File: config.mk
export PLATFORM = sky130hd
export DESIGN_NAME = scw_spi_cfg_wake
export DESIGN_NICKNAME = d
export VERILOG_FILES = /design/src/rtl/scw_pkg.sv /design/src/rtl/scw_spi_cfg_wake.sv
export SDC_FILE = /design/constraint.sdc
export NUM_CORES = 1
export LEC_CHECK = 0
export BUFFER_PORTS_ARGS = -buffer_cell sky130_fd_sc_hd__buf_2
export CAP_MARGIN = 20
export CORE_AREA = 2 2 69 71
export CTS_CLUSTER_SIZE = 25
export DETAILED_ROUTE_END_ITERATION = 7
export DIE_AREA = 0 0 71 73
export GPL_ROUTABILITY_DRIVEN = 1
export PLACE_DENSITY = 0.82
export SKIP_CTS_REPAIR_TIMING = 1
export SKIP_LAST_GASP = 1
export SLEW_MARGIN = 20
export SYNTH_ARGS = -nofsm -noshare
export SYNTH_HDL_FRONTEND = slang
export SYNTH_SLANG_ARGS = --single-unit
File: constraint.sdc
create_clock -name i_clk -period 2.8 [get_ports i_clk]
set_input_delay 0.14 -clock i_clk [delete_from_list [all_inputs] [get_ports i_clk]]
set_output_delay 0.14 -clock i_clk [all_outputs]
set_load 0.01 [all_outputs]
File: src/rtl/scw_pkg.sv
// Register map, field positions and reset values of the serial port control block
package scw_pkg;
  // Register addresses
  localparam logic [2:0] ADDR_FRAME = 3'h0;
  localparam logic [2:0] ADDR_LINE = 3'h1;
  localparam logic [2:0] ADDR_IRQ = 3'h2;
  localparam logic [2:0] ADDR_STATUS = 3'h3;
  // Reset values
  localparam logic [7:0] RST_FRAME = 8'h00;
  localparam logic [7:0] RST_LINE = 8'h00;
  localparam logic [7:0] RST_IRQ = 8'h00;
  // Writable bits of the interrupt and request enable register
  localparam logic [7:0] IRQ_MASK = 8'hf3;
  // Frame and clock control fields
  localparam int F_LOW_FIRST = 7;
  localparam int F_ENABLE = 6;
  localparam int F_BAUD_HI = 5;
  localparam int F_BAUD_LO = 3;
  localparam int F_MASTER = 2;
  localparam int F_IDLE = 1;
  localparam int F_CAPTURE = 0;
  // Line, check and select control fields
  localparam int L_ONE_LINE = 7;
  localparam int L_OUT_DIR = 6;
  localparam int L_CHECK_EN = 5;
  localparam int L_CHECK_NEXT = 4;
  localparam int L_RX_ONLY = 2;
  localparam int L_SOFT_MANAGE = 1;
  localparam int L_SOFT_LEVEL = 0;
  // Interrupt and request enable fields
  localparam int I_TX_IRQ = 7;
  localparam int I_RX_IRQ = 6;
  localparam int I_FAULT_IRQ = 5;
  localparam int I_WAKE_IRQ = 4;
  localparam int I_TX_DMA = 1;
  localparam int I_RX_DMA = 0;
  // Status fields
  localparam int S_BUSY = 7;
  localparam int S_OVERRUN = 6;
  localparam int S_ROLE_FAULT = 5;
  localparam int S_MISMATCH = 4;
  localparam int S_WAKE = 3;
  localparam int S_TX_EMPTY = 1;
  localparam int S_RX_FULL = 0;
  // Baud divider counter width
  localparam int DIV_W = 8;
endpackage

File: src/rtl/scw_spi_cfg_wake.sv
// Serial port configuration, interrupt and request logic and wake-up from halt
`timescale 1ns/100ps
module scw_spi_cfg_wake (
  input wire logic i_clk,
  input wire logic i_sys_rst,
  // Register port
  input wire logic [2:0] i_addr,
  input wire logic [7:0] i_wdata,
  input wire logic i_wr,
  input wire logic i_rd,
  output logic [7:0] o_rdata,
  // Power state
  input wire logic i_halt,
  input wire logic i_wait,
  // Pins
  input wire logic i_sck,
  input wire logic i_slave_select_pin_n,
  output logic o_sck,
  output logic o_sck_oe,
  // Datapath state
  input wire logic i_frame_active,
  input wire logic i_busy,
  input wire logic i_tx_buffer_empty,
  input wire logic i_rx_buffer_full,
  input wire logic i_role_fault,
  input wire logic i_receive_overrun,
  input wire logic i_check_mismatch,
  // Configuration to datapath
  output logic o_low_bit_first,
  output logic o_port_enable,
  output logic o_master_select,
  output logic o_clock_idle_level,
  output logic o_capture_edge_select,
  output logic o_one_line_mode,
  output logic o_one_line_output_dir,
  output logic o_check_calc_enable,
  output logic o_send_check_next,
  output logic o_receive_only,
  output logic o_slave_selected,
  output logic o_port_active,
  output logic o_master_edge,
  // Requests
  output logic o_irq,
  output logic o_wait_exit,
  output logic o_halt_wake,
  output logic o_tx_dma_req,
  output logic o_rx_dma_req
);

  ////////////////////////////////////////////////////////////////////////////
  // Registers

  logic [7:0] frame_clock_control;
  logic [7:0] line_crc_select_control;
  logic [7:0] irq_dma_enable;
  logic wake_flag;

  wire reg_wr = i_wr && !i_halt;
  wire wr_frame = reg_wr && (i_addr == scw_pkg::ADDR_FRAME);
  wire wr_line = reg_wr && (i_addr == scw_pkg::ADDR_LINE);
  wire wr_irq = reg_wr && (i_addr == scw_pkg::ADDR_IRQ);
  wire wr_status = reg_wr && (i_addr == scw_pkg::ADDR_STATUS);

  // Frozen while halted
  always_ff @(posedge i_clk) begin
    if (i_sys_rst) begin
      frame_clock_control <= scw_pkg::RST_FRAME;
      line_crc_select_control <= scw_pkg::RST_LINE;
      irq_dma_enable <= scw_pkg::RST_IRQ;
    end else begin
      if (wr_frame) begin
        frame_clock_control <= i_wdata;
      end
      if (wr_line) begin
        line_crc_select_control <= i_wdata;
      end
      if (wr_irq) begin
        irq_dma_enable <= i_wdata & scw_pkg::IRQ_MASK;
      end
    end
  end

  ////////////////////////////////////////////////////////////////////////////
  // Field decode

  wire low_bit_first = frame_clock_control[scw_pkg::F_LOW_FIRST];
  wire port_enable = frame_clock_control[scw_pkg::F_ENABLE];
  wire [2:0] baud_divider = frame_clock_control[scw_pkg::F_BAUD_HI:scw_pkg::F_BAUD_LO];
  wire master_select = frame_clock_control[scw_pkg::F_MASTER];
  wire clock_idle_level = frame_clock_control[scw_pkg::F_IDLE];
  wire capture_edge_select = frame_clock_control[scw_pkg::F_CAPTURE];
  wire one_line_mode = line_crc_select_control[scw_pkg::L_ONE_LINE];
  wire one_line_output_dir = line_crc_select_control[scw_pkg::L_OUT_DIR];
  wire check_calc_enable = line_crc_select_control[scw_pkg::L_CHECK_EN];
  wire send_check_next = line_crc_select_control[scw_pkg::L_CHECK_NEXT];
  wire receive_only = line_crc_select_control[scw_pkg::L_RX_ONLY];
  wire soft_select_manage = line_crc_select_control[scw_pkg::L_SOFT_MANAGE];
  wire soft_select_level = line_crc_select_control[scw_pkg::L_SOFT_LEVEL];
  wire tx_empty_irq_en = irq_dma_enable[scw_pkg::I_TX_IRQ];
  wire rx_full_irq_en = irq_dma_enable[scw_pkg::I_RX_IRQ];
  wire fault_irq_en = irq_dma_enable[scw_pkg::I_FAULT_IRQ];
  wire wake_irq_en = irq_dma_enable[scw_pkg::I_WAKE_IRQ];
  wire tx_dma_req_en = irq_dma_enable[scw_pkg::I_TX_DMA];
  wire rx_dma_req_en = irq_dma_enable[scw_pkg::I_RX_DMA];

  ////////////////////////////////////////////////////////////////////////////
  // Pin synchronisers

  logic sck_meta;
  logic sck_sync;
  logic sck_prev;
  logic sel_meta;
  logic sel_sync_n;

  always_ff @(posedge i_clk) begin
    if (i_sys_rst) begin
      sck_meta <= 1'b0;
      sck_sync <= 1'b0;
      sck_prev <= 1'b0;
      sel_meta <= 1'b1;
      sel_sync_n <= 1'b1;
    end else begin
      sck_meta <= i_sck;
      sck_sync <= sck_meta;
      sck_prev <= sck_sync;
      sel_meta <= i_slave_select_pin_n;
      sel_sync_n <= sel_meta;
    end
  end

  // Select pin replaced by the soft level when managed in software
  wire select_n = soft_select_manage ? soft_select_level : sel_sync_n;

  ////////////////////////////////////////////////////////////////////////////
  // Wake-up detection

  // Leading edge leaves the idle level, trailing edge returns to it
  wire lead_edge = (sck_prev == clock_idle_level) && (sck_sync != clock_idle_level);
  wire trail_edge = (sck_prev != clock_idle_level) && (sck_sync == clock_idle_level);
  wire sample_edge = capture_edge_select ? trail_edge : lead_edge;
  // A selected slave keeps listening in halt
  // Receive-only setups are not blocked; wake-up is only not promised there
  wire halt_slave = i_halt && port_enable && !master_select && !select_n;
  wire wake_set = halt_slave && sample_edge;
  wire wake_clr = wr_status && !i_wdata[scw_pkg::S_WAKE];

  // Set wins over a clear in the same cycle; only software clears
  always_ff @(posedge i_clk) begin
    if (i_sys_rst) begin
      wake_flag <= 1'b0;
    end else if (wake_set) begin
      wake_flag <= 1'b1;
    end else if (wake_clr) begin
      wake_flag <= 1'b0;
    end
  end

  ////////////////////////////////////////////////////////////////////////////
  // Master serial clock

  // Port runs while enabled and not halted; in halt only as a selected slave
  wire port_active = port_enable && !i_halt;
  wire master_run = port_active && master_select && i_frame_active;
  logic [scw_pkg::DIV_W-1:0] div_cnt;
  logic sck_drive;
  // Half period is two to the baud field, so a full period is twice that
  wire [scw_pkg::DIV_W-1:0] half_last = (scw_pkg::DIV_W)'((9'h001 << baud_divider) - 9'h001);
  wire half_done = (div_cnt == half_last);
  wire [scw_pkg::DIV_W-1:0] next_div_cnt =
    (!master_run || half_done) ? '0 : div_cnt + 8'h01;
  wire next_sck_drive =
    !master_run ? clock_idle_level : (half_done ? !sck_drive : sck_drive);

  always_ff @(posedge i_clk) begin
    if (i_sys_rst) begin
      div_cnt <= '0;
      sck_drive <= 1'b0;
      o_master_edge <= 1'b0;
    end else begin
      div_cnt <= next_div_cnt;
      sck_drive <= next_sck_drive;
      o_master_edge <= master_run && half_done;
    end
  end

  ////////////////////////////////////////////////////////////////////////////
  // Requests

  // Buffer and error events may end wait; only the wake event ends halt
  wire irq_tx = tx_empty_irq_en && i_tx_buffer_empty;
  wire irq_rx = rx_full_irq_en && i_rx_buffer_full;
  wire irq_err = fault_irq_en &&
    (i_check_mismatch || i_receive_overrun || i_role_fault);
  wire irq_wake = wake_irq_en && wake_flag;
  wire next_irq = irq_tx || irq_rx || irq_err || irq_wake;

  always_ff @(posedge i_clk) begin
    if (i_sys_rst) begin
      o_irq <= 1'b0;
      o_wait_exit <= 1'b0;
      o_halt_wake <= 1'b0;
      o_tx_dma_req <= 1'b0;
      o_rx_dma_req <= 1'b0;
    end else begin
      o_irq <= next_irq;
      o_wait_exit <= i_wait && next_irq;
      o_halt_wake <= irq_wake;
      o_tx_dma_req <= tx_dma_req_en && i_tx_buffer_empty;
      o_rx_dma_req <= rx_dma_req_en && i_rx_buffer_full;
    end
  end

  ////////////////////////////////////////////////////////////////////////////
  // Configuration outputs

  always_ff @(posedge i_clk) begin
    if (i_sys_rst) begin
      o_low_bit_first <= 1'b0;
      o_port_enable <= 1'b0;
      o_master_select <= 1'b0;
      o_clock_idle_level <= 1'b0;
      o_capture_edge_select <= 1'b0;
      o_one_line_mode <= 1'b0;
      o_one_line_output_dir <= 1'b0;
      o_check_calc_enable <= 1'b0;
      o_send_check_next <= 1'b0;
      o_receive_only <= 1'b0;
      o_slave_selected <= 1'b0;
      o_port_active <= 1'b0;
      o_sck <= 1'b0;
      o_sck_oe <= 1'b0;
    end else begin
      o_low_bit_first <= low_bit_first;
      o_port_enable <= port_enable;
      o_master_select <= master_select;
      o_clock_idle_level <= clock_idle_level;
      o_capture_edge_select <= capture_edge_select;
      o_one_line_mode <= one_line_mode;
      o_one_line_output_dir <= one_line_output_dir;
      o_check_calc_enable <= check_calc_enable;
      o_send_check_next <= send_check_next;
      o_receive_only <= receive_only;
      o_slave_selected <= !select_n;
      o_port_active <= port_active || halt_slave;
      o_sck <= sck_drive;
      o_sck_oe <= port_enable && master_select;
    end
  end

  ////////////////////////////////////////////////////////////////////////////
  // Read port

  wire [7:0] status_view = {
    i_busy, i_receive_overrun, i_role_fault, i_check_mismatch,
    wake_flag, 1'b0, i_tx_buffer_empty, i_rx_buffer_full
  };
  wire [7:0] next_rdata =
    !i_rd ? 8'h00 :
    (i_addr == scw_pkg::ADDR_FRAME) ? frame_clock_control :
    (i_addr == scw_pkg::ADDR_LINE) ? line_crc_select_control :
    (i_addr == scw_pkg::ADDR_IRQ) ? irq_dma_enable :
    (i_addr == scw_pkg::ADDR_STATUS) ? status_view : 8'h00;

  always_ff @(posedge i_clk) begin
    if (i_sys_rst) begin
      o_rdata <= 8'h00;
    end else begin
      o_rdata <= next_rdata;
    end
  end
endmodule

Word-level counts from Yosys, hierarchy flattened
Cells that the tools add are included.
Operators by class
  reduce and logical (&&, ||, !) cells: 41
  shifts and indexed selects: 1
  mux-type cells: 10
  add/subtract/negate cells: 2
  bitwise operators: 1
  equality and inequality tests: 9
Operators with widths (count)
  8-bit two-way mux: 4
  1-bit logical AND: 24
  8-bit by 1-bit adder with 8-bit output, second input constant: 1
  8-bit equality test: 1
  1-bit by 3-bit left shift with 8-bit output, first input constant: 1
  8-bit by 1-bit subtractor with 8-bit output, second input constant: 1
  1-bit logical OR: 7
  3-bit by 2-bit equality test with 1-bit output, second input constant: 2
  1-bit logical NOT: 6
  1-bit two-way mux: 6
  2-bit OR reduction: 2
  3-bit by 1-bit equality test with 1-bit output, second input constant: 1
  3-bit logical NOT: 1
  1-bit equality test: 2
  1-bit != test: 2
  2-bit by 1-bit != test with 1-bit output, second input constant: 1
  2-bit nonzero test: 1
  1-bit NOT: 1
Word-level totals
  logic and storage cells: 96
  input port bits: 26
  flip-flop bits (word level): 65
  output and inout port bits: 28

Depth between registers and ports, before layout
  depth in word-level cells: 7
  depth in mapped cells: 8
  gate-level depth less buffers: 6

Worst setup path after synthesis
OpenSTA, ideal clock, no wires.
  kind: reg-to-reg
  start: register div_cnt[5] in the netlist's numbering
  end: register div_cnt[2] in the netlist's numbering
  arrival: 1658 ps
  required time: 2685 ps
  period minus slack after synthesis: 1773 ps
  path slack: 1027 ps
  buffers on the path: 1
  cell stages (with the launch flop): 8
  cells stage by stage: dfxtp_1 -> or4b_1 -> nand3_1 -> a21oi_1 -> or4_4 -> nand2b_1 -> buf_4 -> nor2_1
Between the ends
  cells in the longest elaborated chain, start to end: 3
RTL lines
  start, declared: RTL line scw_spi_cfg_wake.sv:164  | logic [scw_pkg::DIV_W-1:0] div_cnt;
  start signal, assigned: RTL line scw_spi_cfg_wake.sv:180  | div_cnt <= next_div_cnt;
  8-bit equality test: RTL line scw_spi_cfg_wake.sv:168  | wire half_done = (div_cnt == half_last);
  1-bit logical OR: RTL line scw_spi_cfg_wake.sv:170  | (!master_run || half_done) ? '0 : div_cnt + 8'h01;
  2-bit OR reduction (no line)
No other way between the ends.
A chain may end at the register's enable or synchronous reset.

Worst setup path in the final report
  start: register frame_clock_control[4]
  end: register div_cnt[3] in the netlist's numbering
Between the ends
  cells in the longest elaborated chain, start to end: 5
RTL lines
  start, declared: RTL line scw_spi_cfg_wake.sv:53  | logic [7:0] frame_clock_control;
  start signal, assigned: RTL line scw_spi_cfg_wake.sv:67  | frame_clock_control <= scw_pkg::RST_FRAME;
  start signal, assigned: RTL line scw_spi_cfg_wake.sv:72  | frame_clock_control <= i_wdata;
  1-bit by 3-bit left shift with 8-bit output: RTL line scw_spi_cfg_wake.sv:167  | wire [scw_pkg::DIV_W-1:0] half_last = (scw_pkg::DIV_W)'((9'h001 << baud_divider) - 9'h001);
  8-bit by 1-bit subtractor with 8-bit output: RTL line scw_spi_cfg_wake.sv:167
  8-bit equality test: RTL line scw_spi_cfg_wake.sv:168
  1-bit logical OR: RTL line scw_spi_cfg_wake.sv:170
  2-bit OR reduction (no line)
No other way between the ends.

==> qor.csv <==
metric,value,unit
status,"complete, no violations",
overflow,0,
r2r_slack,0.74,ns
use_met2,33.1,%
synth-main-ff-cell,dfxtp_1,
place_congestion,0.862,
worst_slack,0.740,ns
ant_nets,0,
crit_slowest_cell,dfxtp_1,
avgSynthCellArea,10.1,sq um
timing.fmax,485,MHz
drt_wl_total,5140,microns
busiest_layer,met2,
antenna_found_initial,0,
synth_cell_types,44,
gr-usage-all-layers,21.0,%
yosysSeqAreaShare,52.4,%
critPathKind,reg -> reg,
path_clk_slew,0.07,ns
min_path_type,in -> reg,
p_per_area,623,nW/um^2
worst_path_largest_cell_delay,0.54,ns
die_area,5180,sq um
synthArstFlopShare,0,%
start_kind,flop,
fin_setup_tns,0,ns
drcViolationCount,0,
syn_area,2480,sq um
layout_min_cycle_time,2.06,ns
layout_common_cells,"dfxtp_1 (65), buf_2 (53), nor2_1 (37), mux2i_1 (29), nor2b_1 (17)",
wl_per_cell,14.4,microns
critPathLaunch,frame_clock_control[4],
rr_startpoint,frame_clock_control[4],
grt_max_degree,46,
clock_latency,0.34,ns
worst-path-stages,6,
cts_made_buffers,9,
ir_drop,0.433,mV
worstSetupEndpointType,flop,
p_leak,1.40,nW
dp_hpwl,3480,microns
finish.utilization,65.5,%
crit_fanout,13,
grt_pass1_vias,1778,
fin_nets,324,
met1_usage,26.7,%
hold_depth,2,
crit_buf_inv,0,
maxCapViolations,0,
port_buffers,53,
rsz0062_at_grt,false,
die_w,71,microns
path_cells,or4b_1 > nand3_1 > a21oi_1 > or4_4 > nand2b_1 > nor2_1,
cts.sinks,65,
worstPathRequired,3.01,ns
first_pass_iters,4,
setup_viol,0,
cts_htree_levels,3,
fillCellCount,369,
clockBufferDepth,2,
fin_worst_skew,0.00893,ns
synth_warnings,0,
r2r_cells,6,
io_pins,54,
floorplan.initialDensity,54.7,%
cts-root-buf,clkbuf_8,
grt_pass1_wl,8280,microns
cp-endpoint,div_cnt[3],
syn2layout_area_growth,19.6,%
arrival,2.27,ns
rows,25,
drive_gt1_share,23.8,%
rr_endpoint,div_cnt[3],
synth_edf_count,0,
fin_crit_sh,73.6,%
drt-initial-drc-count,139,
die_y,73,microns
tightest_slew,0.769,ns
hold_viol_final,0,
core-area,4540,sq um
drv_slew,0,
crit_family,simple AND/OR/NAND/NOR gates,
place_ws,0.772,ns
maxSlewHeadroom,48.7,%
final_common_cell,dfxtp_1,
diodes,0,
synth_nets,274,
syn_inst,247,
cts_tree,built,
vias_per_cell,5.43,
globalRouteMet3Util,5.94,%
ys_ff_latch,65,
vias,1932,
[where the power goes]
part / internal (W) / switching [W]
Sequential: 0.000936 / 0.00000684
Clock: 0.000484 / 0.000331
Combinational: 0.0000407 / 0.0000504
[per-layer routing]
layer	vias up	part of all wire [%]
met5	-	0
met4	0	1.7
met3	8	4.9
met2	58	48
met1	908	46
li1	958	-
[worst register-to-register path, cell delays in order (launching register included)]
cell and delay, ns:
dfxtp_1 0.54, or4b_1 0.47, nand3_1 0.09, a21oi_1 0.06, or4_4 0.44, nand2b_1 0.24, nor2_1 0.10
[how the worst min path moves through the flow]
| stage | startpoint | endpoint |
|---|---|---|
| after floorplan | i_slave_select_pin_n | sel_meta |
| after global placement | i_slave_select_pin_n | sel_meta |
| after detailed placement | i_slave_select_pin_n | sel_meta |
| after CTS | i_slave_select_pin_n | sel_meta |
| after global routing | i_sck | sck_meta |
| final | i_sck | sck_meta |
[synth_stat cells, types with 4 or more instances]
library cell	instances	share of area (%)
mux2i_1	29	12
a21oi_1	11	2.2
nor2b_1	17	4.3
nand3_1	5	1.0
xnor2_1	4	1.4
o221ai_1	6	2.1
nor2_1	37	5.6
clkbuf_1	10	1.5
nor3b_1	4	1.2
nand2_1	5	0.76
dfxtp_1	65	52
xor2_1	4	1.4
[sequential cells by signal, summed over array words and instances (netlist names), 6 cells and up]
name                     flops
div_cnt                      8
o_rdata                      8
irq_dma_enable               6
line_crc_select_control      8
frame_clock_control          8
[cell families (layout without fill, tap and decap cells)]
logic type,count (synthesis),in the layout,share of synthesized area (%)
AO/OA/AOI/OAI,28,28,7.76
flip-flops,65,65,52.4
adder cells (fa/ha/maj),1,1,0.504
buffers and inverters,19,74,3.58
multiplexers,30,30,12.1
AND/OR/NAND/NOR,96,96,20.8
XOR/XNOR,8,8,2.82
[per-stage QoR]
| stage | instance area, sq um | power (W) | hold WS, ns | std cells |
|---|---|---|---|---|
| 6_report | 2970 | 0.00185 | 0.0111 | 356 |
| 3_3_place_gp | 2740 | 0.00105 | 0.323 | 338 |
| 2_1_floorplan | 2480 | 0.00101 | 0.244 | 247 |
| 4_1_cts | 2950 | 0.00186 | -0.0301 | 354 |
| 3_5_place_dp | 2740 | 0.00105 | 0.327 | 338 |
| 5_1_grt | 2970 | 0.00191 | 0.0121 | 356 |
[final cells by class]
type	count	area [sq um]	share of cell area [%]
clock buffer	14	173	5.82
clock inverter	2	35.0	1.18
inverter	2	7.51	0.253
multi-input combinational	163	1090	36.8
sequential	65	1300	43.8
tap	54	67.6	2.28
timing repair buffer	56	293	9.86
Power figures use the tool's default switching activity.
